$ cat config.mk
export PLATFORM = sky130hd
export DESIGN_NAME = scflr_regs
export DESIGN_NICKNAME = d
export VERILOG_FILES = /design/src/rtl/scflr_pkg.sv /design/src/rtl/scflr_seq_if.sv /design/src/rtl/scflr_sequencer.sv /design/src/rtl/scflr_regs.sv
export SDC_FILE = /design/constraint.sdc
export NUM_CORES = 1
export LEC_CHECK = 0
export ABC_CLOCK_PERIOD_IN_PS = 3400
export BUFFER_PORTS_ARGS = -buffer_cell sky130_fd_sc_hd__buf_2
export CAP_MARGIN = 10
export CELL_PAD_IN_SITES_DETAIL_PLACEMENT = 1
export CELL_PAD_IN_SITES_GLOBAL_PLACEMENT = 2
export CORE_MARGIN = 2
export CORE_UTILIZATION = 38
export DETAILED_ROUTE_END_ITERATION = 16
export GPL_TIMING_DRIVEN = 0
export PLACE_DENSITY = 0.85
export SYNTH_ARGS = -nofsm -noshare
export SYNTH_HDL_FRONTEND = slang
export SYNTH_SLANG_ARGS = --single-unit
export TNS_END_PERCENT = 5
$ cat constraint.sdc
create_clock -name clk_sys -period 3.4 [get_ports clk_sys]
set_input_delay 0.34 -clock clk_sys [delete_from_list [all_inputs] [get_ports clk_sys]]
set_output_delay 0.34 -clock clk_sys [all_outputs]
set_load 0.01 [all_outputs]
$ cat src/rtl/scflr_pkg.sv
// shared constants of the serial-port configuration and table-step register bank
// assumes one system clock; referenced by the sequencer and register bank files
package scflr_pkg;
	// =====================================================
	// register offsets
	localparam int ADDR_W = 8;
	localparam logic [7:0] OFS_CFG_A = 8'h00;
	localparam logic [7:0] OFS_CFG_B = 8'h01;
	localparam logic [7:0] OFS_CHIP_TYPE = 8'h03;
	localparam logic [7:0] OFS_PROD_LOW = 8'h04;
	localparam logic [7:0] OFS_PROD_HIGH = 8'h05;
	localparam logic [7:0] OFS_REVISION = 8'h0C;
	localparam logic [7:0] OFS_END_IDX = 8'h11;
	localparam logic [7:0] OFS_BEGIN_IDX = 8'h12;
	localparam logic [7:0] OFS_STEP_DIR = 8'h13;
	localparam logic [7:0] OFS_SEQ_STATE = 8'h14;

	// =====================================================
	// field positions
	localparam int CFGB_SINGLE_BIT = 7;
	localparam int CFGB_STALL_BIT = 6;
	localparam int CFGB_SHADOW_BIT = 5;
	localparam int CFGB_XFER_BIT = 0;
	localparam int IDX_W = 7;

	// =====================================================
	// values after reset
	localparam logic [3:0] RST_CFG_A = 4'h0;
	localparam logic [7:0] RST_CFG_B = 8'h00;
	localparam logic [6:0] RST_END_IDX = 7'h7F;
	localparam logic [6:0] RST_BEGIN_IDX = 7'h00;
	localparam logic RST_STEP_DIR = 1'b0;
	localparam logic [2:0] RST_CS_SYNC = 3'h7;
endpackage

$ cat src/rtl/scflr_seq_if.sv
// signals between the register bank and the table-step sequencer
// assumes both ends run on the same clock
`timescale 1ns/1ps
`default_nettype none
interface scflr_seq_if;
	logic [6:0] beginIdx;
	logic [6:0] endIdx;
	logic dirDown;
	logic reload;
	logic step;
	logic [6:0] index;
	modport ctrl (output beginIdx, output endIdx, output dirDown, output reload,
		output step, input index);
	modport seq (input beginIdx, input endIdx, input dirDown, input reload,
		input step, output index);
endinterface
`default_nettype wire

$ cat src/rtl/scflr_sequencer.sv
// table-step sequencer: holds the next table location and steps it
// assumes reload and step are single-cycle strobes on clk_sys
`timescale 1ns/1ps
`default_nettype none
module scflr_sequencer (
	// clock and reset
	input wire logic clk_sys,
	input wire logic rst,
	input wire logic ce,
	// link to the register bank
	scflr_seq_if.seq sq
);
	logic [6:0] index;
	logic [6:0] next_index;

	// =====================================================
	// next index: reload wins over a step
	always_comb
	begin
		next_index = index;
		if (sq.reload)
		begin
			next_index = sq.dirDown ? sq.endIdx : sq.beginIdx;
		end
		else if (sq.step)
		begin
			// wrap back to the origin once the far end is reached
			if (!sq.dirDown)
				next_index = (index == sq.endIdx) ? sq.beginIdx : index + 7'h01;
			else
				next_index = (index == sq.beginIdx) ? sq.endIdx : index - 7'h01;
		end
	end

	// index register
	always_ff @(posedge clk_sys or posedge rst)
	begin
		if (rst)
			index <= scflr_pkg::RST_BEGIN_IDX;
		else if (ce)
			index <= next_index;
	end

	assign sq.index = index;

	// =====================================================
	// checks
	a_load_begin_up: assert property (@(posedge clk_sys) disable iff (rst)
		(ce && sq.reload && !sq.dirDown) |=> index == $past(sq.beginIdx))
		else $error("index not loaded with begin index");
	a_load_end_down: assert property (@(posedge clk_sys) disable iff (rst)
		(ce && sq.reload && sq.dirDown) |=> index == $past(sq.endIdx))
		else $error("index not loaded with end index");
	a_step_up_one: assert property (@(posedge clk_sys) disable iff (rst)
		(ce && sq.step && !sq.reload && !sq.dirDown && index != sq.endIdx)
		|=> index == 7'($past(index) + 7'h01))
		else $error("increment step not by one");
	a_step_down_wrap: assert property (@(posedge clk_sys) disable iff (rst)
		(ce && sq.step && !sq.reload && sq.dirDown && index == sq.beginIdx)
		|=> index == $past(sq.endIdx))
		else $error("decrement did not wrap to end index");
endmodule
`default_nettype wire

$ cat src/rtl/scflr_regs.sv
// serial-port configuration, identity and table-step register bank
// assumes a serial front end that turns each frame byte into a one-cycle
// register strobe on clk_sys; chip_select_n arrives straight from the pin
//
// Summary of operation
// - config byte A holds four mirrored control pairs
// - config B bit 7 one disables streaming
// - chip type code is read only
// - product code low byte then high byte
// - end index seven bits, reset 0x7F
// - begin index seven bits, reset zero
// - direction bit: zero up, one down
// - going up, index loads begin index
// - going down, index loads end index
// - state register shows the next table location
// - index reloads when begin, end, direction written
`timescale 1ns/1ps
`default_nettype none
module scflr_regs #(
	parameter logic [7:0] CHIP_TYPE = 8'h07, // arbitrary value
	parameter logic [15:0] PRODUCT_CODE = 16'h5A3C, // arbitrary value
	parameter logic [3:0] REVISION = 4'h2 // arbitrary value
) (
	// clock, reset, enable
	input wire logic clk_sys,
	input wire logic rst,
	input wire logic ce,
	// register strobes from the serial front end
	input wire logic regWrite,
	input wire logic regRead,
	input wire logic [7:0] regAddr,
	input wire logic [7:0] regWdata,
	output logic [7:0] regRdata,
	output logic regRvalid,
	// pins and mode
	input wire logic chip_select_n,
	input wire logic tableStepMode,
	// configuration outputs
	output logic lsbFirst,
	output logic bigEndian,
	output logic serial_out_enable,
	output logic singleTransfer,
	output logic select_stall_ctrl,
	output logic shadow_readback_select,
	// table stepping
	output logic [6:0] tableIndex,
	output logic [6:0] appliedIndex,
	output logic tableApply
);
	scflr_seq_if sqIf ();

	logic [3:0] cfgA; // {serial out, endian, lsb first, soft reset}
	logic [7:0] cfgB;
	logic [6:0] endIdx;
	logic [6:0] beginIdx;
	logic stepDir;
	logic reload;
	logic [3:0] next_cfgA;
	logic [7:0] next_cfgB;
	logic [6:0] next_endIdx;
	logic [6:0] next_beginIdx;
	logic next_stepDir;
	logic next_reload;
	logic [7:0] next_regRdata;
	logic software_reset_bit;

	// =====================================================
	// register writes; a soft reset returns config A and B, begin, end and direction to reset values
	assign software_reset_bit = regWrite && regAddr == scflr_pkg::OFS_CFG_A
		&& (regWdata[7] || regWdata[0]);
	always_comb
	begin
		next_cfgA = cfgA;
		next_cfgB = cfgB;
		next_endIdx = endIdx;
		next_beginIdx = beginIdx;
		next_stepDir = stepDir;
		next_reload = 1'b0;
		if (software_reset_bit)
		begin
			next_cfgA = scflr_pkg::RST_CFG_A;
			next_cfgB = scflr_pkg::RST_CFG_B;
			next_endIdx = scflr_pkg::RST_END_IDX;
			next_beginIdx = scflr_pkg::RST_BEGIN_IDX;
			next_stepDir = scflr_pkg::RST_STEP_DIR;
			next_reload = 1'b1;
		end
		else if (regWrite)
		begin
			case (regAddr)
				// either half of a mirrored pair sets the control
				scflr_pkg::OFS_CFG_A: next_cfgA = {regWdata[4] | regWdata[3],
					regWdata[5] | regWdata[2], regWdata[6] | regWdata[1], 1'b0};
				scflr_pkg::OFS_CFG_B: next_cfgB = regWdata & 8'hE1;
				scflr_pkg::OFS_END_IDX:
				begin
					next_endIdx = regWdata[6:0];
					next_reload = 1'b1;
				end
				scflr_pkg::OFS_BEGIN_IDX:
				begin
					next_beginIdx = regWdata[6:0];
					next_reload = 1'b1;
				end
				scflr_pkg::OFS_STEP_DIR:
				begin
					next_stepDir = regWdata[0];
					next_reload = 1'b1;
				end
				default: ; // identity and state registers ignore writes
			endcase
		end
	end

	// control registers
	always_ff @(posedge clk_sys or posedge rst)
	begin
		if (rst)
		begin
			cfgA <= scflr_pkg::RST_CFG_A;
			cfgB <= scflr_pkg::RST_CFG_B;
			endIdx <= scflr_pkg::RST_END_IDX;
			beginIdx <= scflr_pkg::RST_BEGIN_IDX;
			stepDir <= scflr_pkg::RST_STEP_DIR;
			reload <= 1'b0;
		end
		else if (ce)
		begin
			cfgA <= next_cfgA;
			cfgB <= next_cfgB;
			endIdx <= next_endIdx;
			beginIdx <= next_beginIdx;
			stepDir <= next_stepDir;
			reload <= next_reload;
		end
	end

	// =====================================================
	// read path, answer one cycle after the strobe
	always_comb
	begin
		next_regRdata = 8'h00;
		if (regRead)
		begin
			case (regAddr)
				scflr_pkg::OFS_CFG_A: next_regRdata = {cfgA[0], cfgA[1], cfgA[2], cfgA[3],
					cfgA[3], cfgA[2], cfgA[1], cfgA[0]};
				scflr_pkg::OFS_CFG_B: next_regRdata = cfgB;
				scflr_pkg::OFS_CHIP_TYPE: next_regRdata = CHIP_TYPE;
				scflr_pkg::OFS_PROD_LOW: next_regRdata = PRODUCT_CODE[7:0];
				scflr_pkg::OFS_PROD_HIGH: next_regRdata = PRODUCT_CODE[15:8];
				scflr_pkg::OFS_REVISION: next_regRdata = {4'h0, REVISION};
				scflr_pkg::OFS_END_IDX: next_regRdata = {1'b0, endIdx};
				scflr_pkg::OFS_BEGIN_IDX: next_regRdata = {1'b0, beginIdx};
				scflr_pkg::OFS_STEP_DIR: next_regRdata = {7'h00, stepDir};
				scflr_pkg::OFS_SEQ_STATE: next_regRdata = {1'b0, sqIf.index};
				default: next_regRdata = 8'h00; // unmapped reads as zero
			endcase
		end
	end

	// read data registers
	always_ff @(posedge clk_sys or posedge rst)
	begin
		if (rst)
		begin
			regRdata <= 8'h00;
			regRvalid <= 1'b0;
		end
		else if (ce)
		begin
			regRdata <= next_regRdata;
			regRvalid <= regRead;
		end
	end

	// =====================================================
	// chip select synchroniser; a level counts once stages two and three agree
	logic [2:0] csSync;
	logic csLevel;
	logic next_csLevel;
	logic csRise;
	logic [6:0] next_appliedIndex;
	logic next_tableApply;
	always_comb
	begin
		next_csLevel = (csSync[1] == csSync[2]) ? csSync[2] : csLevel;
		csRise = csSync[1] && csSync[2] && !csLevel;
		next_appliedIndex = csRise && tableStepMode ? sqIf.index : appliedIndex;
		next_tableApply = csRise && tableStepMode;
	end

	// synchroniser and table apply registers
	always_ff @(posedge clk_sys or posedge rst)
	begin
		if (rst)
		begin
			csSync <= scflr_pkg::RST_CS_SYNC;
			csLevel <= 1'b1;
			appliedIndex <= 7'h00;
			tableApply <= 1'b0;
		end
		else if (ce)
		begin
			csSync <= {csSync[1:0], chip_select_n};
			csLevel <= next_csLevel;
			appliedIndex <= next_appliedIndex;
			tableApply <= next_tableApply;
		end
	end

	// =====================================================
	// sequencer hookup
	assign sqIf.beginIdx = beginIdx;
	assign sqIf.endIdx = endIdx;
	assign sqIf.dirDown = stepDir;
	assign sqIf.reload = reload;
	assign sqIf.step = csRise && tableStepMode && !reload;

	scflr_sequencer uSeq (
		.clk_sys(clk_sys),
		.rst(rst),
		.ce(ce),
		.sq(sqIf.seq)
	);

	// outputs straight from registers
	assign lsbFirst = cfgA[1];
	assign bigEndian = cfgA[2];
	assign serial_out_enable = cfgA[3];
	assign singleTransfer = cfgB[scflr_pkg::CFGB_SINGLE_BIT];
	assign select_stall_ctrl = cfgB[scflr_pkg::CFGB_STALL_BIT];
	assign shadow_readback_select = cfgB[scflr_pkg::CFGB_SHADOW_BIT];
	assign tableIndex = sqIf.index;

	// =====================================================
	// checks
	a_cfga_mirror: assert property (@(posedge clk_sys) disable iff (rst)
		(ce && regRead && regAddr == scflr_pkg::OFS_CFG_A)
		|=> regRdata[7:4] == {regRdata[0], regRdata[1], regRdata[2], regRdata[3]}
		&& !regRdata[0])
		else $error("config A not mirrored");
	a_stream_ctrl: assert property (@(posedge clk_sys) disable iff (rst)
		(ce && regWrite && !software_reset_bit && regAddr == scflr_pkg::OFS_CFG_B)
		|=> singleTransfer == $past(regWdata[7]))
		else $error("single transfer bit not taken");
	a_chip_type_ro: assert property (@(posedge clk_sys) disable iff (rst)
		(ce && regRead && regAddr == scflr_pkg::OFS_CHIP_TYPE) |=> regRdata == CHIP_TYPE)
		else $error("chip type changed");
	a_product_high: assert property (@(posedge clk_sys) disable iff (rst)
		(ce && regRead && regAddr == scflr_pkg::OFS_PROD_HIGH)
		|=> regRdata == PRODUCT_CODE[15:8])
		else $error("product high byte wrong");
	a_end_reserved: assert property (@(posedge clk_sys) disable iff (rst)
		(ce && regRead && regAddr == scflr_pkg::OFS_END_IDX) |=> !regRdata[7])
		else $error("end index top bit set");
	a_begin_write: assert property (@(posedge clk_sys) disable iff (rst)
		(ce && regWrite && regAddr == scflr_pkg::OFS_BEGIN_IDX)
		|=> beginIdx == $past(regWdata[6:0]))
		else $error("begin index not written");
	a_state_read: assert property (@(posedge clk_sys) disable iff (rst)
		(ce && regRead && regAddr == scflr_pkg::OFS_SEQ_STATE)
		|=> regRdata == {1'b0, $past(tableIndex)})
		else $error("state read wrong");
	a_begin_reload: assert property (@(posedge clk_sys) disable iff (rst)
		(ce && regWrite && regAddr == scflr_pkg::OFS_BEGIN_IDX && !stepDir)
		##1 (ce && !regWrite) |=> tableIndex == $past(regWdata[6:0], 2))
		else $error("index not reloaded after begin write");
endmodule
`default_nettype wire

==> flow_results.org <==
** Place
- Half-perimeter wire length after detailed placement :: between 7 and 8 mm
- Count of input and output buffers :: 49
- Summing all placed instances gives a cell area of around 3700 µm².
- At the end of routability-driven placement, the weighted congestion stood at between 0.8 and 0.9.
- Timing analysis after detailed placement gives a worst setup slack of ~1200 ps.

** Synthesis
- Cell variety after synth :: between 60 and 70
- Ranked by total cell area, the synthesized netlist is headed by sky130_fd_sc_hd__dfrtp_1, sky130_fd_sc_hd__dfstp_2, sky130_fd_sc_hd__xnor2_1.
- For this run, the number of Yosys warnings is 0.
- A synthesized cell averages around 9 µm².
- Summing every instance area after synthesis gives 3300 µm².
- The number of nets handed over by synthesis was 383.
- Synthesized instance count :: 357
- Yosys mapped a number of flops with a built-in enable equal to 0.
- Yosys top cell by area :: sky130_fd_sc_hd__dfrtp_1
- Fraction of post-synthesis cell area in the top cell type by area :: 30.3%
- Most used standard cell by instance count after synthesis :: sky130_fd_sc_hd__dfrtp_1
- Most numerous cell types in the synthesized netlist :: sky130_fd_sc_hd__dfrtp_1, sky130_fd_sc_hd__nand2_1, sky130_fd_sc_hd__a21oi_1, sky130_fd_sc_hd__xnor2_1, sky130_fd_sc_hd__inv_1
- After synthesis, the share of flip-flops with an asynchronous set or reset is 100%.
- Predominant post-synthesis flop cell :: sky130_fd_sc_hd__dfrtp_1
- Yosys reg bits :: 51
- Of the synthesized area, sequential elements account for 39.1%.

** Final layout
- Synth-to-Final Area Change :: 15.0%
- Share of post-route cells with drive strength above 1 :: 25.3%
- The repair_antennas step left the layout with diodes totalling 0.
- The finished cells cover ~3800 µm².
- Net count of the finished layout :: 440

** Setup path
- Critical path class :: reg -> reg
- Worst setup path start :: csSync[1]
- In this run the number of cells on the critical path is 6.
- Capture point of the worst path :: uSeq.sq.index[3]
- STA classifies the critical path endpoint as a flop.
- Cell type of the slowest stage on the worst timing path :: sky130_fd_sc_hd__clkbuf_1
- Worst r2r path cells :: 6
- On the worst path, the slowest cell contributes a delay of 460 ps.
- The endpoint identified for the worst register-to-register timing path is uSeq.sq.index[3].
- The critical path goes through ha_1 -> and3b_1 -> o21ai_1 -> clkbuf_1 -> a21oi_1 -> a211oi_1.
- Buffers & Inverters on Critical Path :: 1
- Data on the critical path arrives at its endpoint at 2430 ps.
- The cell family contributing the most delay on the critical path is compound AO/OA/AOI/OAI gates.
- The worst register-to-register path begins at csSync[1].
- Setup slack on the worst flop-to-flop path :: 1190 ps
- Worst EP required :: ~3600 ps
- The worst setup path is launched from a flop.
- Along the worst path, the maximum fanout reaches 10.

** Timing
- Post-Route Skew :: about 12 ps
- The worst path in the final design needs a cycle of 2210 ps, including I/O delays and setup.
- Derived from the worst setup path, the maximum achievable clock frequency is 452 MHz.
- The number of endpoints with negative hold slack in the final report came to 0.
- Measured against its own limit, the worst slew margin works out to between 30% and 40%.
- At the pin with the least slew margin, the transition time is between 900 and 1000 ps.
- Final Max Tran Viols :: 0
- Total of endpoints with negative setup slack in the final report :: 0
- The worst path uses 65.1% of the clock period.
- Summed over all failing endpoints, the final setup total negative slack is 0 ps.
- Setup repair after global routing left no endpoint under its margin.
- Setup slack on the critical path of the routed design comes to 1190 ps.

** Clock tree
- The number of setup buffers added after CTS is 0.
- Total CTS buffers :: 5
- In this run the number of H-tree levels came out at 2.
- After clock tree synthesis, the clock-pin slew on the worst setup and hold paths is 110 ps.
- Clock latency reported for the late side of the worst-skew pair :: 320 ps
- For this design, the sink count on the clock tree is 51.
- Post-CTS repair changed the size of 0 cells.
- TritonCTS built the clock tree.
- Number of hold buffers added after cts :: 0
- No sink is reached through more buffers than the 2 on the longest clock path.
- Clock tree root buffer cell :: sky130_fd_sc_hd__clkbuf_8

** Power
- The share of total power dissipated in the clock network is between 15 and 20%.
- Power spread over the standard cell area amounts to 528 nW/µm².
- Summed over all nets, the switching power comes to 0.796 mW.
- The internal portion of the total power is 1.21 mW.
- IR analysis of the VDD net gives a maximum drop of around 0.20 mV.
- Switching part of the total power :: 39.7%
- Combinational logic is responsible for 41.3% of the overall power.
- The share of total power dissipated in sequential elements is just under 40%.
- The analysis attributes to cell leakage a power of approximately 1.6 nW.

** GRT
- Grt peak-use layer :: met2
- Met1 demand-to-capacity share in global routing :: 29.3%
- For this run the aggregate overflow at the end of global routing stands at 0.
- Entering global routing, the biggest net connects 33 pins.
- Met3 track demand over resource in global routing :: 2.88%
- The initial antenna violation count came to 0.
- First-pass GRT wire length :: 16.8 mm
- Met2 Resource Use GR :: 38.7%
- The via count of the first global-routing pass came to about 3000.
- Overall track demand over capacity in global routing :: 21.9%

** Floorplan
- The floorplan has 34 rows.
- Measured along the x axis, the die boundary spans between 90 and 100 µm.
- Once the floorplan was initialized, standard cells occupied 38.4% of the core.
- The die is 97.2 µm tall.
- Core Box Area :: 8590 µm²
- 53 I/O pins were placed.
- Full die area :: 9450 µm²

** Detailed routing
- The pre-antenna-repair detailed-routing pass consisted of 4 iterations.
- Final WL :: 10.3 mm
- Post-route antenna net violation count :: 0
- For this run, design rule violations remaining after detail routing come to 0.
- After detailed routing, the average wire length per cell comes to 19.6 µm.
- After detailed routing, the number of vias per cell comes to between 5 and 6.
- Vias after detailed routing :: 3026
- After the first detailed-routing iteration, the DRC count stood at 138.

** Min path
- Hold/Removal Path Class :: in -> async

** Run
- Maxcap violations :: 0

** Outcome
- The run finished with clean final reports.
per-layer routing:
metal / vias to the layer above / part of all wire [%]
li1: 1435 / -
met4: 0 / 0.89
met3: 8 / 4.0
met2: 72 / 50
met5: - / 0
met1: 1511 / 45
through the flow:
stage	cells	hold WS, ps	power (mW)	utilization [%]
after floorplan	357	453	1.35	-
after global placement	514	462	1.60	42.9
after detailed placement	515	391	1.63	43.1
after CTS	523	39.9	2.03	44.2
after global routing	523	54.2	2.14	44.2
final	523	20.1	2.00	44.2
registers in the layout, summed over array words and instances, names as in the netlist:
| name | cells |
|---|---|
| tableApply | 1 |
| sqIf.dirDown | 1 |
| regRvalid | 1 |
| appliedIndex | 7 |
| csSync | 3 |
| csLevel | 1 |
| uSeq.sq.index | 7 |
| reload | 1 |
| regRdata | 8 |
| endIdx | 7 |
| cfgA | 3 |
| beginIdx | 7 |
| cfgB | 4 |
power groups by stage:
stage	Clock [mW]	Sequential, mW	Combinational, mW
floorplan	0	0.815	0.539
global placement	0	0.790	0.810
detailed placement	0	0.802	0.824
CTS	0.406	0.790	0.830
global route	0.426	0.803	0.913
finish	0.390	0.787	0.828
placed cells by master, fill, tap and decap left out, drive strengths merged, types with 13 or more instances in the layout:
| cell | n |
|---|---|
| clkbuf | 15 |
| a22o | 13 |
| a21oi | 20 |
| o21ai | 16 |
| dfrtp | 40 |
| nand2 | 40 |
| buf | 63 |
| nor2 | 16 |
| xnor2 | 20 |
| inv | 17 |
worst min path at each step:
stage	start	to	slack, ps	cells after the start
floorplan	regWdata[1]	beginIdx[1]	450	2
global placement	appliedIndex[1]	appliedIndex[1]	460	2
detailed placement	rst	beginIdx[4]	390	2
global route	rst	beginIdx[6]	50	2
CTS	rst	uSeq.sq.index[3]	40	2
finish	rst	uSeq.sq.index[4]	20	2
worst register-to-register path, delay by kind of cell, from the launching register on:
| family | cells | cell delay, ps |
|---|---|---|
| AND/OR/NAND/NOR | 1 | 200 |
| AO/OA/AOI/OAI | 3 | 870 |
| buffers and inverters | 1 | 470 |
| adder cells (fa/ha/maj) | 1 | 180 |
| flip-flops | 1 | 400 |
kinds of logic (layout without fill, tap and decap cells):
group	Yosys count	in the layout	synth area share, %
simple gates	119	119	20.5
fa+ha+maj	4	4	1.44
mux	18	18	5.87
buf+inv	38	96	4.96
flops	51	51	39.1
xor+xnor	23	23	6.10
compound gates	104	104	22.0
area by class of cell:
| class | count | area (µm²) |
|---|---|---|
| buffer | 23 | 108 |
| clock buffer | 5 | 68.8 |
| clock inverter | 3 | 27.5 |
| fill | 1053 | 4790 |
| inverter | 15 | 56.3 |
| multi-input combinational | 268 | 1850 |
| sequential | 51 | 1290 |
| tap | 108 | 135 |
| timing repair buffer | 50 | 265 |
Note: power is estimated with default switching activity, not from simulation.
